<file path="src/pkg/usbe_consts.svh">
// Register indices, field positions, mode codes and reset values.
`ifndef USBE_CONSTS_SVH
`define USBE_CONSTS_SVH

// Register indices; the byte address on the bus is four times the index.
`define USBE_IDX_A0_CNT   8'h11
`define USBE_IDX_A0_MODE  8'h12
`define USBE_IDX_A1_CNT   8'h13
`define USBE_IDX_A1_MODE  8'h14
`define USBE_IDX_A2_CNT   8'h15
`define USBE_IDX_A2_MODE  8'h16
`define USBE_IDX_CFG      8'h1f
`define USBE_IDX_B0_CNT   8'h41
`define USBE_IDX_B0_MODE  8'h42
`define USBE_IDX_B1_CNT   8'h43
`define USBE_IDX_B1_MODE  8'h44

// Endpoint slots.
`define USBE_SLOTS        5
`define USBE_SLOT_A0      3'h0
`define USBE_SLOT_B0      3'h3

// Mode register fields.
`define USBE_B_SETUP      7
`define USBE_B_STALL      7
`define USBE_B_IN         6
`define USBE_B_OUT        5
`define USBE_B_ACK        4
`define USBE_B_MODE_HI    3

// Counter register fields.
`define USBE_B_TOGGLE     7
`define USBE_B_VALID      6
`define USBE_B_CNT_HI     5
`define USBE_CRC_BYTES    6'h02

// Configuration bits kept in the status and control register.
`define USBE_B_CFG_SIZE   7
`define USBE_B_CFG_5EP    6

`define USBE_REG_RST      8'h00
`define USBE_CFG_MASK     8'hc0

// Mode field codes.
`define USBE_M_DISABLE    4'h0
`define USBE_M_NAK_INOUT  4'h1
`define USBE_M_ST_OUT     4'h2
`define USBE_M_STALL_IO   4'h3
`define USBE_M_IGN_IO     4'h4
`define USBE_M_ISO_OUT    4'h5
`define USBE_M_ST_IN      4'h6
`define USBE_M_ISO_IN     4'h7
`define USBE_M_NAK_OUT    4'h8
`define USBE_M_ACK_OUT    4'h9
`define USBE_M_NAK_OUT_SI 4'ha
`define USBE_M_ACK_OUT_SI 4'hb
`define USBE_M_NAK_IN     4'hc
`define USBE_M_ACK_IN     4'hd
`define USBE_M_NAK_IN_SO  4'he
`define USBE_M_ACK_IN_SO  4'hf

// Bus responses.
`define USBE_RESP_OKAY    2'h0
`define USBE_RESP_SLVERR  2'h2

`endif

</file>
<file path="src/pkg/usbe_pkg.sv">
// Types shared by the endpoint mode and counter register block.
package usbe_pkg;

  typedef enum logic [1:0] {
    USBE_PID_SETUP,
    USBE_PID_IN,
    USBE_PID_OUT
  } usbe_pid_t;

  typedef enum logic [2:0] {
    USBE_ANS_IGNORE,
    USBE_ANS_ACK,
    USBE_ANS_NAK,
    USBE_ANS_STALL,
    USBE_ANS_TX_COUNT,
    USBE_ANS_TX_ZERO,
    USBE_ANS_CHECK
  } usbe_ans_t;

endpackage

</file>
<file path="src/usbe_mode_count_regs.sv">
// Endpoint mode and byte-count registers with endpoint zero write locking.
//
// Contract
// - Four-bit mode field decides each endpoint's answer to SETUP, IN, OUT.
// - Engine sets ACK flag when a transaction ends with an ACK handshake.
// - Engine sets endpoint 0 OUT flag on OUT token; firmware clears it.
// - Engine sets endpoint 0 IN flag on IN token; firmware clears it.
// - Only engine sets SETUP flag; a CPU write to it clears it unless the flag is forced.
// - SETUP flag forced high from SETUP data start to ACK start.
// - In five-endpoint configuration, B0 mode register acts as non-control.
// - Engine update locks endpoint 0 mode bits 6:0 until a CPU read.
// - Only endpoint 0 mode registers lock; others always stay writable.
// - CPU writes to endpoint zero FIFO ignored while SETUP flag set.
// - No ACK-OUT with NAK-IN mode; SETUP may overwrite previous payload.
// - Stall bit stalls OUT in ACK-IN and IN in ACK-OUT modes.
// - After OUT or SETUP, byte count is received bytes plus two.
// - Data-valid follows CRC result; endpoint event raised either way.
// - Toggle selects DATA0/DATA1; engine stores received toggle.
// - Endpoint 0 counter locks on SETUP/OUT update until CPU read.
// - Five counter registers share one layout: count, valid, toggle.
// - After ACK in an acknowledge mode, engine drops to its NAK mode.
// - SETUP on a non-disabled control endpoint forces mode NAK IN/OUT.
//
// Decided for this implementation: the AXI4-Lite interface to the registers.
`timescale 1ns/1ps
`include "usbe_consts.svh"

module usbe_mode_count_regs #(
  parameter int ADDR_W = 12
) (
  input  wire logic                 aclk,
  input  wire logic                 aresetn,
  input  wire logic                 s_axi_awvalid,
  output logic                      s_axi_awready,
  input  wire logic [ADDR_W-1:0]    s_axi_awaddr,
  input  wire logic                 s_axi_wvalid,
  output logic                      s_axi_wready,
  input  wire logic [31:0]          s_axi_wdata,
  input  wire logic [3:0]           s_axi_wstrb,
  output logic                      s_axi_bvalid,
  input  wire logic                 s_axi_bready,
  output logic [1:0]                s_axi_bresp,
  input  wire logic                 s_axi_arvalid,
  output logic                      s_axi_arready,
  input  wire logic [ADDR_W-1:0]    s_axi_araddr,
  output logic                      s_axi_rvalid,
  input  wire logic                 s_axi_rready,
  output logic [31:0]               s_axi_rdata,
  output logic [1:0]                s_axi_rresp,
  input  wire logic                 sie_tok_valid,
  input  wire logic [2:0]           sie_tok_ep,
  input  wire usbe_pkg::usbe_pid_t  sie_tok_pid,
  output logic                      ans_valid,
  output usbe_pkg::usbe_ans_t       ans_code,
  output logic [5:0]                ans_count,
  output logic                      ans_toggle,
  input  wire logic                 sie_setup_start,
  input  wire logic                 sie_ack_start,
  input  wire logic [2:0]           sie_phase_ep,
  input  wire logic                 sie_upd_valid,
  input  wire logic [2:0]           sie_upd_ep,
  input  wire usbe_pkg::usbe_pid_t  sie_upd_pid,
  input  wire logic                 sie_upd_acked,
  input  wire logic [5:0]           sie_upd_count,
  input  wire logic                 sie_upd_crc_ok,
  input  wire logic                 sie_upd_toggle,
  input  wire logic                 fifo_wr_req,
  input  wire logic [2:0]           fifo_wr_ep,
  output logic                      fifo_wr_en,
  output logic [4:0]                ep_event
);
  import usbe_pkg::*;

  localparam int NS = `USBE_SLOTS;

  logic [7:0]        mode_r [NS];
  logic [7:0]        mode_nxt [NS];
  logic [7:0]        cnt_r [NS];
  logic [7:0]        cnt_nxt [NS];
  logic [NS-1:0]     mode_lock_r;
  logic [NS-1:0]     cnt_lock_r;
  logic [NS-1:0]     setup_force_r;
  logic [NS-1:0]     ctrl;
  logic [NS-1:0]     upd_hit;
  logic [NS-1:0]     wr_mode;
  logic [NS-1:0]     wr_cnt;
  logic [NS-1:0]     rd_mode;
  logic [NS-1:0]     rd_cnt;
  logic [7:0]        cfg_r;
  logic              aw_held_r;
  logic              w_held_r;
  logic [7:0]        aw_idx_r;
  logic              aw_ok_r;
  logic [7:0]        w_data_r;
  logic              w_lane_r;
  logic              wr_go;
  logic              rd_go;
  logic [7:0]        ar_idx;
  logic              ar_ok;
  logic [7:0]        rd_val;
  logic              rd_hit;
  logic              bvalid_r;
  logic [1:0]        bresp_r;
  logic              rvalid_r;
  logic [31:0]       rdata_r;
  logic [1:0]        rresp_r;
  logic              ans_valid_r;
  usbe_ans_t         ans_code_r;
  logic [5:0]        ans_count_r;
  logic              ans_toggle_r;
  logic [4:0]        ep_event_r;

  // Index of the mode and counter register of each slot.
  function automatic logic [7:0] mode_idx(input int s);
    case (s)
      0:       mode_idx = `USBE_IDX_A0_MODE;
      1:       mode_idx = `USBE_IDX_A1_MODE;
      2:       mode_idx = `USBE_IDX_A2_MODE;
      3:       mode_idx = `USBE_IDX_B0_MODE;
      default: mode_idx = `USBE_IDX_B1_MODE;
    endcase
  endfunction

  function automatic logic [7:0] cnt_idx(input int s);
    case (s)
      0:       cnt_idx = `USBE_IDX_A0_CNT;
      1:       cnt_idx = `USBE_IDX_A1_CNT;
      2:       cnt_idx = `USBE_IDX_A2_CNT;
      3:       cnt_idx = `USBE_IDX_B0_CNT;
      default: cnt_idx = `USBE_IDX_B1_CNT;
    endcase
  endfunction

  // Answer to a token from the mode field and the stall bit.
  function automatic usbe_ans_t answer(input logic [3:0] m,
                                       input logic stall,
                                       input usbe_pid_t pid);
    logic setup_ok;
    usbe_ans_t a_in;
    usbe_ans_t a_out;
    setup_ok = 1'b0;
    a_in = USBE_ANS_IGNORE;
    a_out = USBE_ANS_IGNORE;
    unique case (m)
      `USBE_M_DISABLE: ;
      `USBE_M_NAK_INOUT: begin
        setup_ok = 1'b1;
        a_in = USBE_ANS_NAK;
        a_out = USBE_ANS_NAK;
      end
      `USBE_M_ST_OUT: begin
        setup_ok = 1'b1;
        a_in = USBE_ANS_STALL;
        a_out = USBE_ANS_CHECK;
      end
      `USBE_M_STALL_IO: begin
        setup_ok = 1'b1;
        a_in = USBE_ANS_STALL;
        a_out = USBE_ANS_STALL;
      end
      `USBE_M_IGN_IO: setup_ok = 1'b1;
      `USBE_M_ISO_OUT: a_out = USBE_ANS_ACK;
      `USBE_M_ST_IN: begin
        setup_ok = 1'b1;
        a_in = USBE_ANS_TX_ZERO;
        a_out = USBE_ANS_STALL;
      end
      `USBE_M_ISO_IN: a_in = USBE_ANS_TX_COUNT;
      `USBE_M_NAK_OUT: a_out = USBE_ANS_NAK;
      `USBE_M_ACK_OUT: begin
        a_in = stall ? USBE_ANS_STALL : USBE_ANS_IGNORE;
        a_out = USBE_ANS_ACK;
      end
      `USBE_M_NAK_OUT_SI: begin
        setup_ok = 1'b1;
        a_in = USBE_ANS_TX_ZERO;
        a_out = USBE_ANS_NAK;
      end
      `USBE_M_ACK_OUT_SI: begin
        setup_ok = 1'b1;
        a_in = USBE_ANS_TX_ZERO;
        a_out = USBE_ANS_ACK;
      end
      `USBE_M_NAK_IN: a_in = USBE_ANS_NAK;
      `USBE_M_ACK_IN: begin
        a_in = USBE_ANS_TX_COUNT;
        a_out = stall ? USBE_ANS_STALL : USBE_ANS_IGNORE;
      end
      `USBE_M_NAK_IN_SO: begin
        setup_ok = 1'b1;
        a_in = USBE_ANS_NAK;
        a_out = USBE_ANS_CHECK;
      end
      `USBE_M_ACK_IN_SO: begin
        setup_ok = 1'b1;
        a_in = USBE_ANS_TX_COUNT;
        a_out = USBE_ANS_CHECK;
      end
    endcase
    unique case (pid)
      USBE_PID_SETUP: answer = setup_ok ? USBE_ANS_ACK : USBE_ANS_IGNORE;
      USBE_PID_IN:    answer = a_in;
      default:        answer = a_out;
    endcase
  endfunction

  // Bus side: address and data may arrive in either order.
  assign s_axi_awready = !aw_held_r;
  assign s_axi_wready  = !w_held_r;
  assign s_axi_arready = !rvalid_r;
  assign wr_go = aw_held_r && w_held_r && !bvalid_r;
  assign rd_go = s_axi_arvalid && !rvalid_r;
  assign ar_idx = s_axi_araddr[9:2];
  assign ar_ok = (s_axi_araddr[ADDR_W-1:10] == '0);

  always_ff @(posedge aclk) begin
    if (!aresetn) begin
      aw_held_r <= 1'b0;
      aw_idx_r  <= 8'h00;
      aw_ok_r   <= 1'b0;
    end else if (s_axi_awvalid && !aw_held_r) begin
      aw_held_r <= 1'b1;
      aw_idx_r  <= s_axi_awaddr[9:2];
      aw_ok_r   <= (s_axi_awaddr[ADDR_W-1:10] == '0);
    end else if (wr_go) begin
      aw_held_r <= 1'b0;
    end
  end

  always_ff @(posedge aclk) begin
    if (!aresetn) begin
      w_held_r <= 1'b0;
      w_data_r <= 8'h00;
      w_lane_r <= 1'b0;
    end else if (s_axi_wvalid && !w_held_r) begin
      w_held_r <= 1'b1;
      w_data_r <= s_axi_wdata[7:0];
      w_lane_r <= s_axi_wstrb[0];
    end else if (wr_go) begin
      w_held_r <= 1'b0;
    end
  end

  // Read multiplexer; an unmapped index answers with an error.
  always_comb begin
    rd_val = 8'h00;
    rd_hit = 1'b0;
    if (ar_idx == `USBE_IDX_CFG) begin
      rd_val = cfg_r;
      rd_hit = 1'b1;
    end
    for (int s = 0; s < NS; s++) begin
      if (ar_idx == mode_idx(s)) begin
        rd_val = mode_r[s];
        rd_hit = 1'b1;
      end
      if (ar_idx == cnt_idx(s)) begin
        rd_val = cnt_r[s];
        rd_hit = 1'b1;
      end
    end
    rd_hit = rd_hit && ar_ok;
  end

  always_ff @(posedge aclk) begin
    if (!aresetn) begin
      bvalid_r <= 1'b0;
      bresp_r  <= `USBE_RESP_OKAY;
    end else if (wr_go) begin
      bvalid_r <= 1'b1;
      bresp_r  <= (aw_ok_r && (aw_idx_r == `USBE_IDX_CFG ||
                   |(wr_mode | wr_cnt))) ? `USBE_RESP_OKAY
                                         : `USBE_RESP_SLVERR;
    end else if (s_axi_bready) begin
      bvalid_r <= 1'b0;
    end
  end

  always_ff @(posedge aclk) begin
    if (!aresetn) begin
      rvalid_r <= 1'b0;
      rdata_r  <= 32'h0000_0000;
      rresp_r  <= `USBE_RESP_OKAY;
    end else if (rd_go) begin
      rvalid_r <= 1'b1;
      rdata_r  <= {24'h00_0000, rd_val};
      rresp_r  <= rd_hit ? `USBE_RESP_OKAY : `USBE_RESP_SLVERR;
    end else if (s_axi_rready) begin
      rvalid_r <= 1'b0;
    end
  end

  assign s_axi_bvalid = bvalid_r;
  assign s_axi_bresp  = bresp_r;
  assign s_axi_rvalid = rvalid_r;
  assign s_axi_rdata  = rdata_r;
  assign s_axi_rresp  = rresp_r;

  always_ff @(posedge aclk) begin
    if (!aresetn) begin
      cfg_r <= `USBE_REG_RST;
    end else if (wr_go && aw_ok_r && w_lane_r &&
                 aw_idx_r == `USBE_IDX_CFG) begin
      cfg_r <= w_data_r & `USBE_CFG_MASK;
    end
  end

  // Per-slot register logic.
  for (genvar s = 0; s < NS; s++) begin : g_slot
    localparam logic [2:0] SL = 3'(s);

    // Slot A0 is always a control endpoint; B0 only in the two-address map.
    if (s == 0) begin : g_c0
      assign ctrl[s] = 1'b1;
    end else if (SL == `USBE_SLOT_B0) begin : g_cb
      assign ctrl[s] = !cfg_r[`USBE_B_CFG_5EP];
    end else begin : g_nc
      assign ctrl[s] = 1'b0;
    end

    assign upd_hit[s] = sie_upd_valid && sie_upd_ep == SL;
    assign wr_mode[s] = wr_go && aw_ok_r && w_lane_r &&
                        aw_idx_r == mode_idx(s);
    assign wr_cnt[s]  = wr_go && aw_ok_r && w_lane_r &&
                        aw_idx_r == cnt_idx(s);
    assign rd_mode[s] = rd_go && ar_ok && ar_idx == mode_idx(s);
    assign rd_cnt[s]  = rd_go && ar_ok && ar_idx == cnt_idx(s);

    // Engine events are applied after the CPU write so that a set wins.
    always_comb begin
      mode_nxt[s] = mode_r[s];
      if (wr_mode[s]) begin
        if (ctrl[s]) begin
          if (!mode_lock_r[s]) begin
            mode_nxt[s][6:0] = w_data_r[6:0];
          end
          if (!setup_force_r[s]) begin
            mode_nxt[s][`USBE_B_SETUP] = 1'b0;
          end
        end else begin
          mode_nxt[s] = w_data_r;
        end
      end
      if (ctrl[s] && sie_setup_start && sie_phase_ep == SL) begin
        mode_nxt[s][`USBE_B_SETUP] = 1'b1;
      end
      if (upd_hit[s]) begin
        if (sie_upd_acked) begin
          mode_nxt[s][`USBE_B_ACK] = 1'b1;
          if (mode_r[s][`USBE_B_MODE_HI] && mode_r[s][0]) begin
            mode_nxt[s][0] = 1'b0;
          end
        end
        if (ctrl[s]) begin
          if (sie_upd_pid == USBE_PID_OUT) begin
            mode_nxt[s][`USBE_B_OUT] = 1'b1;
          end
          if (sie_upd_pid == USBE_PID_IN) begin
            mode_nxt[s][`USBE_B_IN] = 1'b1;
          end
          if (sie_upd_pid == USBE_PID_SETUP &&
              mode_r[s][3:0] != `USBE_M_DISABLE) begin
            mode_nxt[s][3:0] = `USBE_M_NAK_INOUT;
          end
        end
      end
    end

    always_comb begin
      cnt_nxt[s] = cnt_r[s];
      if (wr_cnt[s] && !(ctrl[s] && cnt_lock_r[s])) begin
        cnt_nxt[s] = w_data_r;
      end
      if (upd_hit[s] && sie_upd_pid != USBE_PID_IN) begin
        cnt_nxt[s][`USBE_B_TOGGLE] = sie_upd_toggle;
        cnt_nxt[s][`USBE_B_VALID] = sie_upd_crc_ok;
        cnt_nxt[s][`USBE_B_CNT_HI:0] = sie_upd_count + `USBE_CRC_BYTES;
      end
    end

    always_ff @(posedge aclk) begin
      if (!aresetn) begin
        mode_r[s] <= `USBE_REG_RST;
        cnt_r[s]  <= `USBE_REG_RST;
      end else begin
        mode_r[s] <= mode_nxt[s];
        cnt_r[s]  <= cnt_nxt[s];
      end
    end

    // A read in the update cycle does not unlock: the lock must follow it.
    always_ff @(posedge aclk) begin
      if (!aresetn) begin
        mode_lock_r[s] <= 1'b0;
      end else if (upd_hit[s] && ctrl[s]) begin
        mode_lock_r[s] <= 1'b1;
      end else if (rd_mode[s]) begin
        mode_lock_r[s] <= 1'b0;
      end
    end

    always_ff @(posedge aclk) begin
      if (!aresetn) begin
        cnt_lock_r[s] <= 1'b0;
      end else if (upd_hit[s] && ctrl[s] && sie_upd_pid != USBE_PID_IN) begin
        cnt_lock_r[s] <= 1'b1;
      end else if (rd_cnt[s]) begin
        cnt_lock_r[s] <= 1'b0;
      end
    end

    always_ff @(posedge aclk) begin
      if (!aresetn) begin
        setup_force_r[s] <= 1'b0;
      end else if (ctrl[s] && sie_setup_start && sie_phase_ep == SL) begin
        setup_force_r[s] <= 1'b1;
      end else if (sie_ack_start && sie_phase_ep == SL) begin
        setup_force_r[s] <= 1'b0;
      end
    end

    // Event raised on every update, whatever the CRC result.
    always_ff @(posedge aclk) begin
      if (!aresetn) begin
        ep_event_r[s] <= 1'b0;
      end else begin
        ep_event_r[s] <= upd_hit[s];
      end
    end
  end

  assign ep_event = ep_event_r;

  // Token answer, one cycle after the token.
  always_ff @(posedge aclk) begin
    if (!aresetn) begin
      ans_valid_r  <= 1'b0;
      ans_code_r   <= USBE_ANS_IGNORE;
      ans_count_r  <= 6'h00;
      ans_toggle_r <= 1'b0;
    end else begin
      ans_valid_r <= sie_tok_valid && sie_tok_ep < 3'(NS);
      if (sie_tok_valid && sie_tok_ep < 3'(NS)) begin
        ans_code_r <= answer(mode_r[sie_tok_ep][3:0],
                             !ctrl[sie_tok_ep] &&
                             mode_r[sie_tok_ep][`USBE_B_STALL],
                             sie_tok_pid);
        ans_count_r  <= cnt_r[sie_tok_ep][`USBE_B_CNT_HI:0];
        ans_toggle_r <= cnt_r[sie_tok_ep][`USBE_B_TOGGLE];
      end
    end
  end

  assign ans_valid  = ans_valid_r;
  assign ans_code   = ans_code_r;
  assign ans_count  = ans_count_r;
  assign ans_toggle = ans_toggle_r;

  // SETUP data in the endpoint zero buffer must survive until read.
  assign fifo_wr_en = fifo_wr_req && fifo_wr_ep < 3'(NS) &&
                      !(ctrl[fifo_wr_ep] &&
                        mode_r[fifo_wr_ep][`USBE_B_SETUP]);
endmodule // usbe_mode_count_regs

</file>
<file path="config.mk">
export PLATFORM = sky130hd
export DESIGN_NAME = usbe_mode_count_regs
export DESIGN_NICKNAME = d
export VERILOG_FILES = /design/src/pkg/usbe_pkg.sv /design/src/usbe_mode_count_regs.sv
export VERILOG_INCLUDE_DIRS = /design/src /design/src/pkg
export SDC_FILE = /design/constraint.sdc
export NUM_CORES = 1
export LEC_CHECK = 0
export ABC_AREA = 1
export BUFFER_PORTS_ARGS = -buffer_cell sky130_fd_sc_hd__buf_2
export CORE_ASPECT_RATIO = 0.6
export CORE_MARGIN = 8
export CORE_UTILIZATION = 60
export DETAILED_ROUTE_END_ITERATION = 16
export PLACE_DENSITY = 0.87
export REMOVE_ABC_BUFFERS = 1
export SLEW_MARGIN = 20
export SYNTH_ARGS = -nofsm -noshare
export SYNTH_HDL_FRONTEND = slang
export SYNTH_SLANG_ARGS = --single-unit
</file>
<file path="constraint.sdc">
create_clock -name aclk -period 2.73 [get_ports aclk]
set_input_delay 0.4095 -clock aclk [delete_from_list [all_inputs] [get_ports aclk]]
set_output_delay 0.4095 -clock aclk [all_outputs]
set_load 0.02 [all_outputs]
</file>
==> metrics.yaml <==
place:
  placed_area_um2: 8169
  routabilityCongestion: 1.012
  place_ws_ps: 584.9
  io_buffers: 97
  place_hpwl_um: 19220
logic_synthesis:
  syn_area_um2: 7667
  synthDistinctLibCells: 49
  async_flop_share: 0
  syn-mean-instance-area_um2: 6.667
  yosysTopAreaCellShare: 0.3551
  synth_seq_cells: 136
  syn_inst: 1150
  ys.flop_type: "dfxtp_1"
  ys.warnings.count: 0
  ys_top_cells_by_area: "dfxtp_1, nand2_1, o21ai_0"
  yosysTopAreaCell: "dfxtp_1"
  synth_edf_count: 0
  ys_seq_area_frac: 0.3551
run_status:
  status: "complete, no violations"
clocking:
  clkSinkCount: 136
  cts_hold_buf: 0
  cts_buffers: 17
  cts-root-buf: "clkbuf_16"
  clk_path_buf_depth: 2
  insertion_delay_ps: 420
  cts_tree: "yes"
  cts_resized: 0
  clk_pin_slew_ps: 60
  h-tree-depth: 4
  cts_setup_buffers: 0
timing:
  rsz0062_at_grt: "false"
  hold_viol: 0
  final.min_clock_period_ps: 2047
  tns_ps: 0
  fin_skew_ps: 11.77
  period_share: 0.7497
  maxSlewHeadroom: 0.4791
  max_freq_mhz: 488.6
  setup_ws_ps: 683.4
  hold_slack_ps: 208.5
  setup_viol: 0
  slew_violations: 0
  tightest_slew_ps: 781.3
worst_setup_path:
  worstPathCellList: "nor2_4 > nand2_2 > nor2_4 > nand2_4 > inv_1 > nand2_1 > inv_1 > nor3_1 > nand3_1 > a21oi_1"
  ff2ff_setup_slack_ps: 680
  cp_top_family: "simple AND/OR/NAND/NOR gates"
  critPathBufInv: 2
  startpoint_type: "flop"
  critPathArrivalTime_ps: 2400
  cp.required_ps: 3090
  criticalPathCategory: "flop to flop"
  cp-end-kind: "flop"
  slowest_stage: "nand2_1"
  slowest_delay_ps: 410
  path_max_fanout: 11
flow_run:
  drv_cap: 0
routing:
  routed-via-count: 8286
  wirelength_um: 25690
  wl_per_cell_um: 18.03
  dr.pass1.iters: 6
  drcViolationCount: 0
  drtIter0Drc: 1271
  drt-vias-per-instance: 5.815
  drtAntennaViolNets: 0
global_route:
  overflow: 0
  antenna_found_initial: 0
  grt_pass1_wl_um: 41120
  grt.total_usage: 0.3053
  grt_start_max_net_pins: 84
  grt_pass1_vias: 7679
die:
  io_pins: 155
  num_rows: 32
  dieArea_um2: 16770
  coreArea_um2: 12650
  dieHeight_um: 103.6
  start_util: 0.6060
  dieWidth_um: 161.9
cells_and_area:
  area_delta_synth_final_pct: 14.31
  final_util: 0.6927
  nets: 1339
  fill_cells: 1099
  multi_input_area_um2: 4079
  drive_above_1_share: 0.1730
  regArea_um2: 2723
  stdcell_area_um2: 8765
hold_path:
  min_path_type: "input pin to flop"
pwr:
  ir_worst_vdd_uv: 361.2
  power.density_nw_per_um2: 567.9
  leakage_uw: 0.003941
## state kept, by name, indices dropped and copies added, names as in the netlist, 2 cells and up
register	flops
ans_count	6
s_axi_rdata	8
w_data_r	8
ans_code	3
mode_lock_r	2
ep_event	5
cfg_r	2
setup_force_r	2
cnt_r	40
mode_r	40
cnt_lock_r	2
aw_idx_r	8
## through the flow
step / total power (uW) / instances
after floorplan: 2452 / 1111
after global placement: 2672 / 1392
after detailed placement: 2684 / 1392
after CTS: 4950 / 1424
after global routing: 5116 / 1424
final: 4977 / 1425
## where the power goes
group / switching (uW) / leakage (uW) / internal [uW]
combinational: 382 / 0.00255 / 156
clock: 948 / 0.000284 / 1370
sequential: 79.3 / 0.00111 / 2050
## cell usage after synthesis (all sizes together) (4+ instances only)
cell type,number
nand2,277
inv,145
dfxtp,136
nor2,132
o21ai,127
a21oi,79
nand3,62
buf,45
a31oi,32
a211oi,19
clkbuf,19
nand4,19
nor3,12
a22oi,9
o22ai,7
o211ai,5
nand3b,4
nor4,4
## worst paths after layout
kind / cells past startpoint / from / to
worst max register to register: 10 / s_axi_bvalid / s_axi_bresp[1]
worst max-delay path: 10 / s_axi_bvalid / s_axi_bresp[1]
worst min-delay path: 3 / s_axi_wdata[3] / w_data_r[3]
worst min register to register: 2 / setup_force_r[3] / setup_force_r[3]
## area by class of cell
cell class / count / share of cell area
Tap cell: 170 / 0.02427
Timing Repair Buffer: 111 / 0.06738
Multi-Input combinational cell: 827 / 0.4654
Clock inverter: 11 / 0.01285
Antenna cell: 1 / 0.0002855
Clock buffer: 21 / 0.05482
Inverter: 148 / 0.06438
Sequential cell: 136 / 0.3106
## per-layer routing
layer / track usage / wire (um) / vias to the layer above
met4: 0.07961 / 346 / 0
met5: 0 / 0 / -
met1: 0.4397 / 11110 / 3793
met3: 0.08854 / 3707 / 34
li1: - / - / 3930
met2: 0.4334 / 10530 / 529
## cell families after synthesis
family	Yosys count	synth area share
and+or+nand+nor	514	0.3060
AOI/OAI and AO/OA	283	0.2082
buffers and inverters	212	0.1252
DFF	136	0.3551
xor gates and xnor gates	3	0.003428
adders and majority gates	1	0.001632
other	1	0.0004891
## layout by cell type, fill, tap and decap left out, drive strengths merged, types with 9 or more instances in the layout
cell type | Yosys | layout
nand2 | 277 | 277
inv | 145 | 148
dfxtp | 136 | 136
nor2 | 132 | 132
o21ai | 127 | 127
buf | 45 | 111
a21oi | 79 | 79
nand3 | 62 | 62
a31oi | 32 | 32
conb | 1 | 26
clkbuf | 19 | 21
a211oi | 19 | 19
nand4 | 19 | 19
nor3 | 12 | 12
a22oi | 9 | 9
## worst min-delay path, stage by stage
cell and delay, ps:
buf_2 70, nor2_1 30, nor2_1 80
(Power assumes the default switching activity.)
